[config.mk]
export PLATFORM = sky130hd
export DESIGN_NAME = mpu_control_fault_status
export DESIGN_NICKNAME = d
export VERILOG_FILES = /design/src/verilog/mcf_pkg.sv /design/src/verilog/mpu_control_fault_status.sv /design/src/verilog/mcf_attr_decode.sv /design/src/verilog/mcf_attr_table.sv
export SDC_FILE = /design/constraint.sdc
export NUM_CORES = 1
export LEC_CHECK = 0
export BUFFER_PORTS_ARGS = -buffer_cell sky130_fd_sc_hd__buf_2
export CAP_MARGIN = 10
export CORE_MARGIN = 5
export CORE_UTILIZATION = 30
export DETAILED_ROUTE_END_ITERATION = 10
export GPL_ROUTABILITY_DRIVEN = 0
export PLACE_DENSITY = 0.52
export SYNTH_ARGS = -nofsm -noshare
export SYNTH_HDL_FRONTEND = slang
export SYNTH_HIERARCHICAL = 1
export SYNTH_SLANG_ARGS = --single-unit
[constraint.sdc]
create_clock -name clk_sys -period 3.24 [get_ports clk_sys]
set_clock_uncertainty 0.15 [all_clocks]
set_input_delay 0.162 -clock clk_sys [delete_from_list [all_inputs] [get_ports clk_sys]]
set_output_delay 0.162 -clock clk_sys [all_outputs]
set_load 0.005 [all_outputs]
[src/verilog/mcf_pkg.sv]
// shared constants, types and decode helpers for the protection control block
package mcf_pkg;

  // primary register addresses, one aligned word each
  localparam logic [31:0] FSR_ADDR = 32'hE000ED28;
  localparam logic [31:0] FAR_ADDR = 32'hE000ED34;
  localparam logic [31:0] CTRL_ADDR = 32'hE000ED94;
  localparam logic [31:0] ATTR0_ADDR = 32'hE000EDC0;
  localparam logic [31:0] ATTR1_ADDR = 32'hE000EDC4;
  // non-secure alias view sits this far above the primary view
  localparam logic [31:0] NS_ALIAS_OFS = 32'h00020000;

  // control field positions
  localparam int CTRL_EN_BIT = 0;
  localparam int CTRL_NEG_BIT = 1;
  localparam int CTRL_BG_BIT = 2;
  localparam int CTRL_W = 3;

  // fault status field positions
  localparam int FSR_VALID_BIT = 7;
  localparam int FSR_LAZY_BIT = 5;
  localparam int FSR_PUSH_BIT = 4;
  localparam int FSR_POP_BIT = 3;
  localparam int FSR_DATA_BIT = 1;
  localparam int FSR_FETCH_BIT = 0;
  // bits 6 and 2 never hold state
  localparam logic [7:0] FSR_IMPL_MASK = 8'hBB;

  // reset values
  localparam logic [CTRL_W-1:0] CTRL_RST = 3'h0;
  localparam logic [7:0] FSR_RST = 8'h00;
  localparam logic [31:0] FAR_RST = 32'h00000000;
  localparam logic [31:0] ATTR_RST = 32'h00000000;

  // attribute byte encodings
  localparam logic [3:0] OUTER_DEVICE = 4'h0;
  localparam logic [3:0] LEVEL_NONCACHE = 4'h4;
  localparam logic [1:0] ALLOC_NONE = 2'h0;

  typedef enum logic [2:0] {
    MK_DEVICE, MK_NONCACHE, MK_WT_TRANS, MK_WB_TRANS,
    MK_WT_NONTRANS, MK_WB_NONTRANS, MK_UNPRED
  } mcf_kind_type;

  typedef enum logic [1:0] {DV_STRICT, DV_EARLY_ACK, DV_REORDER, DV_RELAXED} mcf_dev_type;

  // one cache level nibble, outer or inner, same encoding for both
  function automatic mcf_kind_type mcf_level_kind(input logic [3:0] lvl);
    mcf_kind_type k;
    k = MK_UNPRED;
    case (lvl[3:2])
      2'h0: k = (lvl[1:0] == ALLOC_NONE) ? MK_UNPRED : MK_WT_TRANS;
      2'h1: k = (lvl == LEVEL_NONCACHE) ? MK_NONCACHE : MK_WB_TRANS;
      2'h2: k = MK_WT_NONTRANS;
      default: k = MK_WB_NONTRANS;
    endcase
    return k;
  endfunction

endpackage

[src/verilog/mpu_control_fault_status.sv]
// protection unit control, fault status/address and attribute lookup
`timescale 1ns/100ps

module mpu_control_fault_status (
  input wire logic clk_sys,
  input wire logic rst_n,
  // register port
  input wire logic [31:0] busAddr,
  input wire logic [31:0] busWrData,
  input wire logic busWrite,
  input wire logic busRead,
  input wire logic busPriv,
  input wire logic busSecure,
  input wire logic busDebug,
  output logic [31:0] busRdData,
  output logic busErr,
  // violation pulses from the access checker
  input wire logic dataViol,
  input wire logic fetchViolExec,
  input wire logic pushFault,
  input wire logic popFault,
  input wire logic lazyFault,
  input wire logic [31:0] faultAddr,
  input wire logic faultSecure,
  // bus-fault address valid per state, index 1 secure
  input wire logic [1:0] busFaultAddrValid,
  input wire logic [1:0] regionAnyEn,
  // attribute lookup
  input wire logic [2:0] attrIdx,
  input wire logic attrSecure,
  // per-state controls to the checker, index 1 secure
  output logic [1:0] protEn,
  output logic [1:0] bgMapEn,
  output logic [1:0] negPrioChkEn,
  output logic [1:0] defaultMapAll,
  output logic [1:0] privOnlyExec,
  output logic [1:0] faultAddrValid,
  // decoded attributes of the selected byte
  output mcf_pkg::mcf_kind_type attrOuterKind,
  output mcf_pkg::mcf_kind_type attrInnerKind,
  output logic [1:0] attrOuterAlloc,
  output logic [1:0] attrInnerAlloc,
  output logic attrIsDevice,
  output mcf_pkg::mcf_dev_type attrDevClass,
  output logic attrResvErr
);

  typedef enum logic [2:0] {
    SEL_NONE, SEL_FSR, SEL_FAR, SEL_CTRL, SEL_ATTR0, SEL_ATTR1
  } mcf_sel_type;
  // word address to register, used for both the primary and alias view
  function automatic mcf_sel_type mcf_sel(input logic [31:0] wordAddr);
    mcf_sel_type s;
    s = SEL_NONE;
    case (wordAddr)
      mcf_pkg::FSR_ADDR: s = SEL_FSR;
      mcf_pkg::FAR_ADDR: s = SEL_FAR;
      mcf_pkg::CTRL_ADDR: s = SEL_CTRL;
      mcf_pkg::ATTR0_ADDR: s = SEL_ATTR0;
      mcf_pkg::ATTR1_ADDR: s = SEL_ATTR1;
      default: s = SEL_NONE;
    endcase
    return s;
  endfunction
  // banked state, index 0 non-secure, 1 secure
  logic [mcf_pkg::CTRL_W-1:0] ctrl_ff [2];
  logic [7:0] fsr_ff [2];
  logic [31:0] far_ff [2];
  logic [mcf_pkg::CTRL_W-1:0] nxt_ctrl [2];
  logic [7:0] nxt_fsr [2];
  logic [31:0] nxt_far [2];
  logic [7:0] fsrSet [2];
  logic [7:0] fsrClr [2];
  // access decode
  logic [31:0] wordAddr;
  mcf_sel_type selPrim;
  mcf_sel_type selAlias;
  mcf_sel_type sel;
  logic bank;
  logic razWi;
  logic privFault;
  logic wrHit;
  logic rdHit;
  // bus answer
  logic [31:0] busRdData_ff;
  logic busErr_ff;
  logic [31:0] nxt_busRdData;
  logic nxt_busErr;
  // attribute tables
  logic [31:0] attrWord0 [2];
  logic [31:0] attrWord1 [2];
  logic [7:0] attrByteBank [2];
  logic [7:0] attrByteSel;
  // registered control outputs
  logic [1:0] protEn_ff;
  logic [1:0] bgMapEn_ff;
  logic [1:0] negPrioChkEn_ff;
  logic [1:0] defaultMapAll_ff;
  logic [1:0] privOnlyExec_ff;
  logic [1:0] faultAddrValid_ff;
  logic [1:0] nxt_protEn;
  logic [1:0] nxt_bgMapEn;
  logic [1:0] nxt_negPrioChkEn;
  logic [1:0] nxt_defaultMapAll;
  logic [1:0] nxt_privOnlyExec;
  logic [1:0] nxt_faultAddrValid;
  // registered attribute outputs
  mcf_pkg::mcf_kind_type decOuterKind;
  mcf_pkg::mcf_kind_type decInnerKind;
  logic [1:0] decOuterAlloc;
  logic [1:0] decInnerAlloc;
  logic decIsDevice;
  mcf_pkg::mcf_dev_type decDevClass;
  logic decResvErr;
  mcf_pkg::mcf_kind_type attrOuterKind_ff;
  mcf_pkg::mcf_kind_type attrInnerKind_ff;
  logic [1:0] attrOuterAlloc_ff;
  logic [1:0] attrInnerAlloc_ff;
  logic attrIsDevice_ff;
  mcf_pkg::mcf_dev_type attrDevClass_ff;
  logic attrResvErr_ff;
  // byte lanes dropped: status takes any width, narrow control writes act as word
  always_comb
  begin
    wordAddr = {busAddr[31:2], 2'b00};
    selPrim = mcf_sel(wordAddr);
    selAlias = mcf_sel(wordAddr - mcf_pkg::NS_ALIAS_OFS);
    sel = SEL_NONE;
    bank = busSecure;
    razWi = 1'b0;
    if (selPrim != SEL_NONE)
      sel = selPrim;
    else if (selAlias != SEL_NONE)
    begin
      // alias reaches the non-secure copy, secure software only
      sel = selAlias;
      bank = 1'b0;
      razWi = !busSecure || busDebug;
    end
    // debugger counts as privileged
    privFault = (sel != SEL_NONE) && !busPriv && !busDebug;
    wrHit = busWrite && (sel != SEL_NONE) && !privFault && !razWi;
    rdHit = busRead && (sel != SEL_NONE) && !privFault && !razWi;
  end

  // banked state update; a fault in the same cycle as a clear wins
  always_comb
  begin
    for (int b = 0; b < 2; b++)
    begin
      nxt_ctrl[b] = ctrl_ff[b];
      nxt_far[b] = far_ff[b];
      fsrSet[b] = 8'h00;
      fsrClr[b] = 8'h00;
      if (wrHit && bank == b[0])
      begin
        if (sel == SEL_CTRL)
          nxt_ctrl[b] = busWrData[mcf_pkg::CTRL_W-1:0];
        if (sel == SEL_FSR)
          fsrClr[b] = busWrData[7:0] & mcf_pkg::FSR_IMPL_MASK;
        if (sel == SEL_FAR)
          nxt_far[b] = busWrData;
      end
      // checker pulses land in the bank of the faulting state
      if (faultSecure == b[0])
      begin
        fsrSet[b][mcf_pkg::FSR_LAZY_BIT] = lazyFault;
        fsrSet[b][mcf_pkg::FSR_PUSH_BIT] = pushFault;
        fsrSet[b][mcf_pkg::FSR_POP_BIT] = popFault;
        fsrSet[b][mcf_pkg::FSR_FETCH_BIT] = fetchViolExec;
        if (dataViol)
        begin
          fsrSet[b][mcf_pkg::FSR_DATA_BIT] = 1'b1;
          fsrSet[b][mcf_pkg::FSR_VALID_BIT] = 1'b1;
          nxt_far[b] = faultAddr;
        end
      end
      nxt_fsr[b] = ((fsr_ff[b] & ~fsrClr[b]) | fsrSet[b]) & mcf_pkg::FSR_IMPL_MASK;
    end
  end
  // warm reset clears flags and control
  always_ff @(posedge clk_sys or negedge rst_n)
  begin
    if (!rst_n)
    begin
      for (int b = 0; b < 2; b++)
      begin
        ctrl_ff[b] <= mcf_pkg::CTRL_RST;
        fsr_ff[b] <= mcf_pkg::FSR_RST;
        far_ff[b] <= mcf_pkg::FAR_RST;
      end
    end
    else
    begin
      for (int b = 0; b < 2; b++)
      begin
        ctrl_ff[b] <= nxt_ctrl[b];
        fsr_ff[b] <= nxt_fsr[b];
        far_ff[b] <= nxt_far[b];
      end
    end
  end

  // one attribute table per security state
  for (genvar g = 0; g < 2; g++)
  begin : gBank
    mcf_attr_table uTable (
      .clk_sys(clk_sys),
      .rst_n(rst_n),
      .wrEn(wrHit && bank == 1'(g) && (sel == SEL_ATTR0 || sel == SEL_ATTR1)),
      .wrHigh(sel == SEL_ATTR1),
      .wrData(busWrData),
      .attrIdx(attrIdx),
      .word0(attrWord0[g]),
      .word1(attrWord1[g]),
      .attrByte(attrByteBank[g])
    );
  end

  // answer one cycle after the strobe; unmapped and refused alias reads give zero
  always_comb
  begin
    nxt_busRdData = 32'h00000000;
    nxt_busErr = (busRead || busWrite) && privFault;
    if (rdHit)
    begin
      case (sel)
        SEL_FSR: nxt_busRdData = {24'h000000, fsr_ff[bank]};
        // shared address register: hidden while a bus fault owns it
        SEL_FAR: nxt_busRdData = busFaultAddrValid[bank] ? 32'h00000000 : far_ff[bank];
        SEL_CTRL: nxt_busRdData = {29'h00000000, ctrl_ff[bank]};
        SEL_ATTR0: nxt_busRdData = attrWord0[bank];
        SEL_ATTR1: nxt_busRdData = attrWord1[bank];
        default: nxt_busRdData = 32'h00000000;
      endcase
    end
  end
  always_ff @(posedge clk_sys or negedge rst_n)
  begin
    if (!rst_n)
    begin
      busRdData_ff <= 32'h00000000;
      busErr_ff <= 1'b0;
    end
    else
    begin
      busRdData_ff <= nxt_busRdData;
      busErr_ff <= nxt_busErr;
    end
  end

  // controls taken from next state so outputs track the register without lag
  always_comb
  begin
    for (int b = 0; b < 2; b++)
    begin
      nxt_protEn[b] = nxt_ctrl[b][mcf_pkg::CTRL_EN_BIT];
      nxt_defaultMapAll[b] = !nxt_ctrl[b][mcf_pkg::CTRL_EN_BIT];
      nxt_bgMapEn[b] = nxt_ctrl[b][mcf_pkg::CTRL_EN_BIT] &
        nxt_ctrl[b][mcf_pkg::CTRL_BG_BIT];
      // masked so a stray set while disabled stays harmless
      nxt_negPrioChkEn[b] = nxt_ctrl[b][mcf_pkg::CTRL_EN_BIT] &
        nxt_ctrl[b][mcf_pkg::CTRL_NEG_BIT];
      nxt_privOnlyExec[b] = nxt_bgMapEn[b] & !regionAnyEn[b];
      nxt_faultAddrValid[b] = nxt_fsr[b][mcf_pkg::FSR_VALID_BIT];
    end
  end
  always_ff @(posedge clk_sys or negedge rst_n)
  begin
    if (!rst_n)
    begin
      protEn_ff <= 2'h0;
      bgMapEn_ff <= 2'h0;
      negPrioChkEn_ff <= 2'h0;
      defaultMapAll_ff <= 2'h3;
      privOnlyExec_ff <= 2'h0;
      faultAddrValid_ff <= 2'h0;
    end
    else
    begin
      protEn_ff <= nxt_protEn;
      bgMapEn_ff <= nxt_bgMapEn;
      negPrioChkEn_ff <= nxt_negPrioChkEn;
      defaultMapAll_ff <= nxt_defaultMapAll;
      privOnlyExec_ff <= nxt_privOnlyExec;
      faultAddrValid_ff <= nxt_faultAddrValid;
    end
  end

  // attribute lookup: byte from the requested state, decoded then registered
  assign attrByteSel = attrByteBank[attrSecure];
  mcf_attr_decode uDecode (
    .attrByte(attrByteSel),
    .outerKind(decOuterKind),
    .innerKind(decInnerKind),
    .outerAlloc(decOuterAlloc),
    .innerAlloc(decInnerAlloc),
    .isDevice(decIsDevice),
    .devClass(decDevClass),
    .resvErr(decResvErr)
  );
  always_ff @(posedge clk_sys or negedge rst_n)
  begin
    if (!rst_n)
    begin
      attrOuterKind_ff <= mcf_pkg::MK_DEVICE;
      attrInnerKind_ff <= mcf_pkg::MK_DEVICE;
      attrOuterAlloc_ff <= 2'h0;
      attrInnerAlloc_ff <= 2'h0;
      attrIsDevice_ff <= 1'b1;
      attrDevClass_ff <= mcf_pkg::DV_STRICT;
      attrResvErr_ff <= 1'b0;
    end
    else
    begin
      attrOuterKind_ff <= decOuterKind;
      attrInnerKind_ff <= decInnerKind;
      attrOuterAlloc_ff <= decOuterAlloc;
      attrInnerAlloc_ff <= decInnerAlloc;
      attrIsDevice_ff <= decIsDevice;
      attrDevClass_ff <= decDevClass;
      attrResvErr_ff <= decResvErr;
    end
  end

  // every output straight from a flop
  assign busRdData = busRdData_ff;
  assign busErr = busErr_ff;
  assign protEn = protEn_ff;
  assign bgMapEn = bgMapEn_ff;
  assign negPrioChkEn = negPrioChkEn_ff;
  assign defaultMapAll = defaultMapAll_ff;
  assign privOnlyExec = privOnlyExec_ff;
  assign faultAddrValid = faultAddrValid_ff;
  assign attrOuterKind = attrOuterKind_ff;
  assign attrInnerKind = attrInnerKind_ff;
  assign attrOuterAlloc = attrOuterAlloc_ff;
  assign attrInnerAlloc = attrInnerAlloc_ff;
  assign attrIsDevice = attrIsDevice_ff;
  assign attrDevClass = attrDevClass_ff;
  assign attrResvErr = attrResvErr_ff;

endmodule

[src/verilog/mcf_attr_decode.sv]
// decoder for one memory attribute byte
`timescale 1ns/100ps
module mcf_attr_decode (
  input wire logic [7:0] attrByte,
  output mcf_pkg::mcf_kind_type outerKind,
  output mcf_pkg::mcf_kind_type innerKind,
  output logic [1:0] outerAlloc,
  output logic [1:0] innerAlloc,
  output logic isDevice,
  output mcf_pkg::mcf_dev_type devClass,
  output logic resvErr
);

  // zero top nibble means device memory
  assign isDevice = (attrByte[7:4] == mcf_pkg::OUTER_DEVICE);
  // ordering class only means something for device memory
  assign devClass = isDevice ? mcf_pkg::mcf_dev_type'(attrByte[3:2]) : mcf_pkg::DV_STRICT;
  assign outerKind = isDevice ? mcf_pkg::MK_DEVICE : mcf_pkg::mcf_level_kind(attrByte[7:4]);
  // inner zero comes back as unpredictable, with no allocate hints and no error flag
  assign innerKind = isDevice ? mcf_pkg::MK_DEVICE : mcf_pkg::mcf_level_kind(attrByte[3:0]);
  // low bits are read/write allocate hints, except the non-cacheable pattern
  assign outerAlloc = (isDevice || outerKind == mcf_pkg::MK_NONCACHE) ?
    mcf_pkg::ALLOC_NONE : attrByte[5:4];
  assign innerAlloc = (isDevice || innerKind == mcf_pkg::MK_NONCACHE ||
    innerKind == mcf_pkg::MK_UNPRED) ? mcf_pkg::ALLOC_NONE : attrByte[1:0];
  // device low bits must be zero
  assign resvErr = isDevice && (attrByte[1:0] != mcf_pkg::ALLOC_NONE);

endmodule

[src/verilog/mcf_attr_table.sv]
// pair of attribute indirection words for one security state
`timescale 1ns/100ps
module mcf_attr_table (
  input wire logic clk_sys,
  input wire logic rst_n,
  input wire logic wrEn,
  input wire logic wrHigh,
  input wire logic [31:0] wrData,
  input wire logic [2:0] attrIdx,
  output logic [31:0] word0,
  output logic [31:0] word1,
  output logic [7:0] attrByte
);

  logic [31:0] attr_ff [2];
  logic [31:0] nxt_attr [2];

  // write one of the two words
  always_comb
  begin
    nxt_attr[0] = attr_ff[0];
    nxt_attr[1] = attr_ff[1];
    if (wrEn)
      nxt_attr[wrHigh] = wrData;
  end

  always_ff @(posedge clk_sys or negedge rst_n)
  begin
    if (!rst_n)
    begin
      attr_ff[0] <= mcf_pkg::ATTR_RST;
      attr_ff[1] <= mcf_pkg::ATTR_RST;
    end
    else
    begin
      attr_ff[0] <= nxt_attr[0];
      attr_ff[1] <= nxt_attr[1];
    end
  end

  assign word0 = attr_ff[0];
  assign word1 = attr_ff[1];
  // index bit 2 picks the word, bits 1:0 the byte
  assign attrByte = attr_ff[attrIdx[2]][8*attrIdx[1:0] +: 8];

endmodule

==> impl_metrics.toml <==
[sta]
tightest_slew_ps = 699.1
fmax_mhz = 351.0
fin_crit_sh_pct = 87.94
setup_viol = 0
report.final.hold_viol_count = 0
grt_setup_unrepaired = "no"
tns_ps = 0
slew_headroom_pct = 53.39
period_minus_slack_ps = 2849
drv_slew = 0

[yosys]
yosys.area.top_type = "dfrtp_1"
syn_area_sq_um = 13580
async_flop_share_pct = 100.0
seq_area_frac_synth_pct = 48.85
synth_top_area_share_pct = 48.27
ys.flop_type = "dfrtp_1"
yosys_warnings = 6
syn_avg_cell_area_sq_um = 12.19
synth_nets = 1232
syn_inst = 1114
yosys_register_bits = 265
synth-edff-count = 0
ys_types = 68
yosys-top-cells-area = "dfrtp_1 48%, mux2_2 14%, mux2i_1 7.5%"

[setup_path]
cp_top_family = "simple AND/OR/NAND/NOR gates"
crit_fanout = 32
cp_common_cell = "nand3_1"
critPathBufInv = 3
worstPathRequired_ps = 3550
worstPathArrival_ps = 3160
start_kind = "primary input"
cp_slowest_cell = "dlygate4sd3_1"
worstSetupEndpointType = "register"
max_stage_delay_ps = 600
cp_cell_sequence = "buf_2 > nor4bb_1 > nand3_1 > nand3_1 > nand2_1 > nor3_1 > and3_2 > buf_12 > mux2i_1 > o21ai_0 > dlygate4sd3_1"
path_depth = 11
worst_r2r_path_depth = 5
worstSetupPathType = "in2reg"

[die]
die-width_um = 222.8
coreArea_sq_um = 45090
std_cell_rows = 78
dieArea_sq_um = 49630
io_pins = 176
initial_core_util_pct = 30.13
fp.dieH_um = 222.8

[global_route]
grt_pass1_wl_mm = 67.60
grt-ovfl-total = 0
grt_usage_pct = 17.36
grt_pass1_vias = 10980
antenna_found_initial = 2
grt_max_degree = 89

[final_layout]
layout_common_cells = "262 x dfrtp_1, 172 x buf_2, 165 x mux2_2"
fin_cells = 2036
layout_commonest_cell = "dfrtp_1"
final_nets = 1528
final_layout_size_suffix_gt1_share_pct = 32.89
area_growth_pct = 30.26

[route]
antenna_left = 0
wl_per_cell_um = 21.66
drt_first_pass_iters = 5
drc_errors = 0
routed_wirelength_mm = 44.10
drtIter0Drc = 609
vias = 10280
drt-vias-per-instance = 5.048

[clocking]
cts_made_buffers = 31
cts_buffer_depth = 3
clock_sinks = 265
cts_tree = "done"
clk_latency_ps = 590
cts_setup_buffers = 0
h-tree-depth = 1
path_clk_slew_ps = 60
root_buffer = "clkbuf_16"

[power_and_ir_drop]
p_leak_nw = 8.518
p_per_area_nw_per_um2 = 445.5
ir_drop_uv = 385.5

[placement]
placed_cells = 1857
dp_hpwl_mm = 30.98
port_buffers = 173

[run]
cap_viol_max_count = 0

[hold_path]
hp-class = "in2async"

[outcome]
outcome = "completed"
## final timing paths
path | startpoint | endpoint | slack (ps)
min in group clk_sys | busRead | busRdData[30] | 40
min reg2reg | fsr_ff[9] | fsr_ff[9] | 340
max reg2reg | gBank[1].uTable/word1[15] | attrDevClass[1] | 740
max | busAddr[5] | far_ff[0] | 390
max in group asynchronous | rst_n | gBank[0].uTable/word0[18] | 1920
min | rst_n | busRdData[23] | 20
## logic make-up (layout without fill, tap and decap cells)
group	Yosys count	after routing	share of synthesized area, %
xor+xnor	4	4	0.2580
simple gates	237	237	8.456
flops	265	265	48.85
fa+ha+maj	1	1	0.09210
other cells	0	1	0
mux	306	306	27.91
buf+inv	91	412	3.519
compound gates	210	210	10.92
## metrics by stage
stage                     area [sq um]  utilization, %  hold slack [ps]  power, W  setup WS, ps
after global routing             17690           39.24            51.09  0.008196         154.0
after floorplan                  13580               -           -283.6  0.003739         101.9
final                            17690           39.24            22.46  0.007883         390.8
after detailed placement         15390           34.14            84.60  0.004031         6.790
after CTS                        17690           39.24            16.08  0.007985         426.8
after global placement           15390           34.14            79.65  0.004012         81.20
## timing repair
item,4_1_cts,5_1_grt
resized for setup,0,0
hold buffers,120,0
hold endpoints to repair,331,0
## Yosys cell counts (all sizes together), types with 2 or more instances
master	n
nand3	17
nor3	13
inv	10
a22oi	5
and2	7
a41oi	2
nand2	114
nor4	6
a21o	7
mux2	172
nand4	4
a221o	24
buf	47
nor2	42
and4b	2
and3	11
o211ai	4
a21oi	71
mux2i	102
or2	2
nor3b	2
a211o	3
and4	2
clkbuf	34
dfrtp	262
or3	2
mux4	32
a22o	8
dfstp	3
nor2b	8
o2bb2ai	24
xor2	3
nor4bb	3
o21ai	44
a211oi	7
## per-layer routing
layer	track usage [%]	vias up	wire (um)	share of wire (%)
met5	0	-	0	0
met4	4.802	0	1230	2.8
met3	2.761	59	2283	5.2
met2	28.79	259	21090	48
met1	23.70	5208	19500	44
li1	-	4752	-	-
## power breakdown
group,internal (W),switching [W],total [W]
clock,0.00232,0.00145,0.00377
sequential,0.00341,0.0000594,0.00347
combinational,0.000308,0.000335,0.000643
## layout make-up
cell class / instances / area (sq um)
Antenna cell: 1 / 2.502
Clock buffer: 42 / 847.1
Clock inverter: 16 / 251.5
Fill cell: 4429 / 27400
Inverter: 10 / 37.54
Multi-Input combinational cell: 758 / 6509
Sequential cell: 265 / 6635
Tap cell: 600 / 750.7
Timing Repair Buffer: 344 / 2660
## state kept, by name, indices dropped and copies added, names as in the netlist, 3 cells and up
name / count
attrInnerKind: 3
gBank.uTable/word1: 64
gBank.uTable/word0: 64
busRdData: 32
ctrl_ff: 5
attrOuterKind: 3
far_ff: 64
fsr_ff: 11
## worst register-to-register path: cells and delay by family (launching register included)
kind	cells	cell delay (ps)
DFF	1	410
muxes	3	1210
and+or+nand+nor	2	680
(Power assumes the default switching activity.)
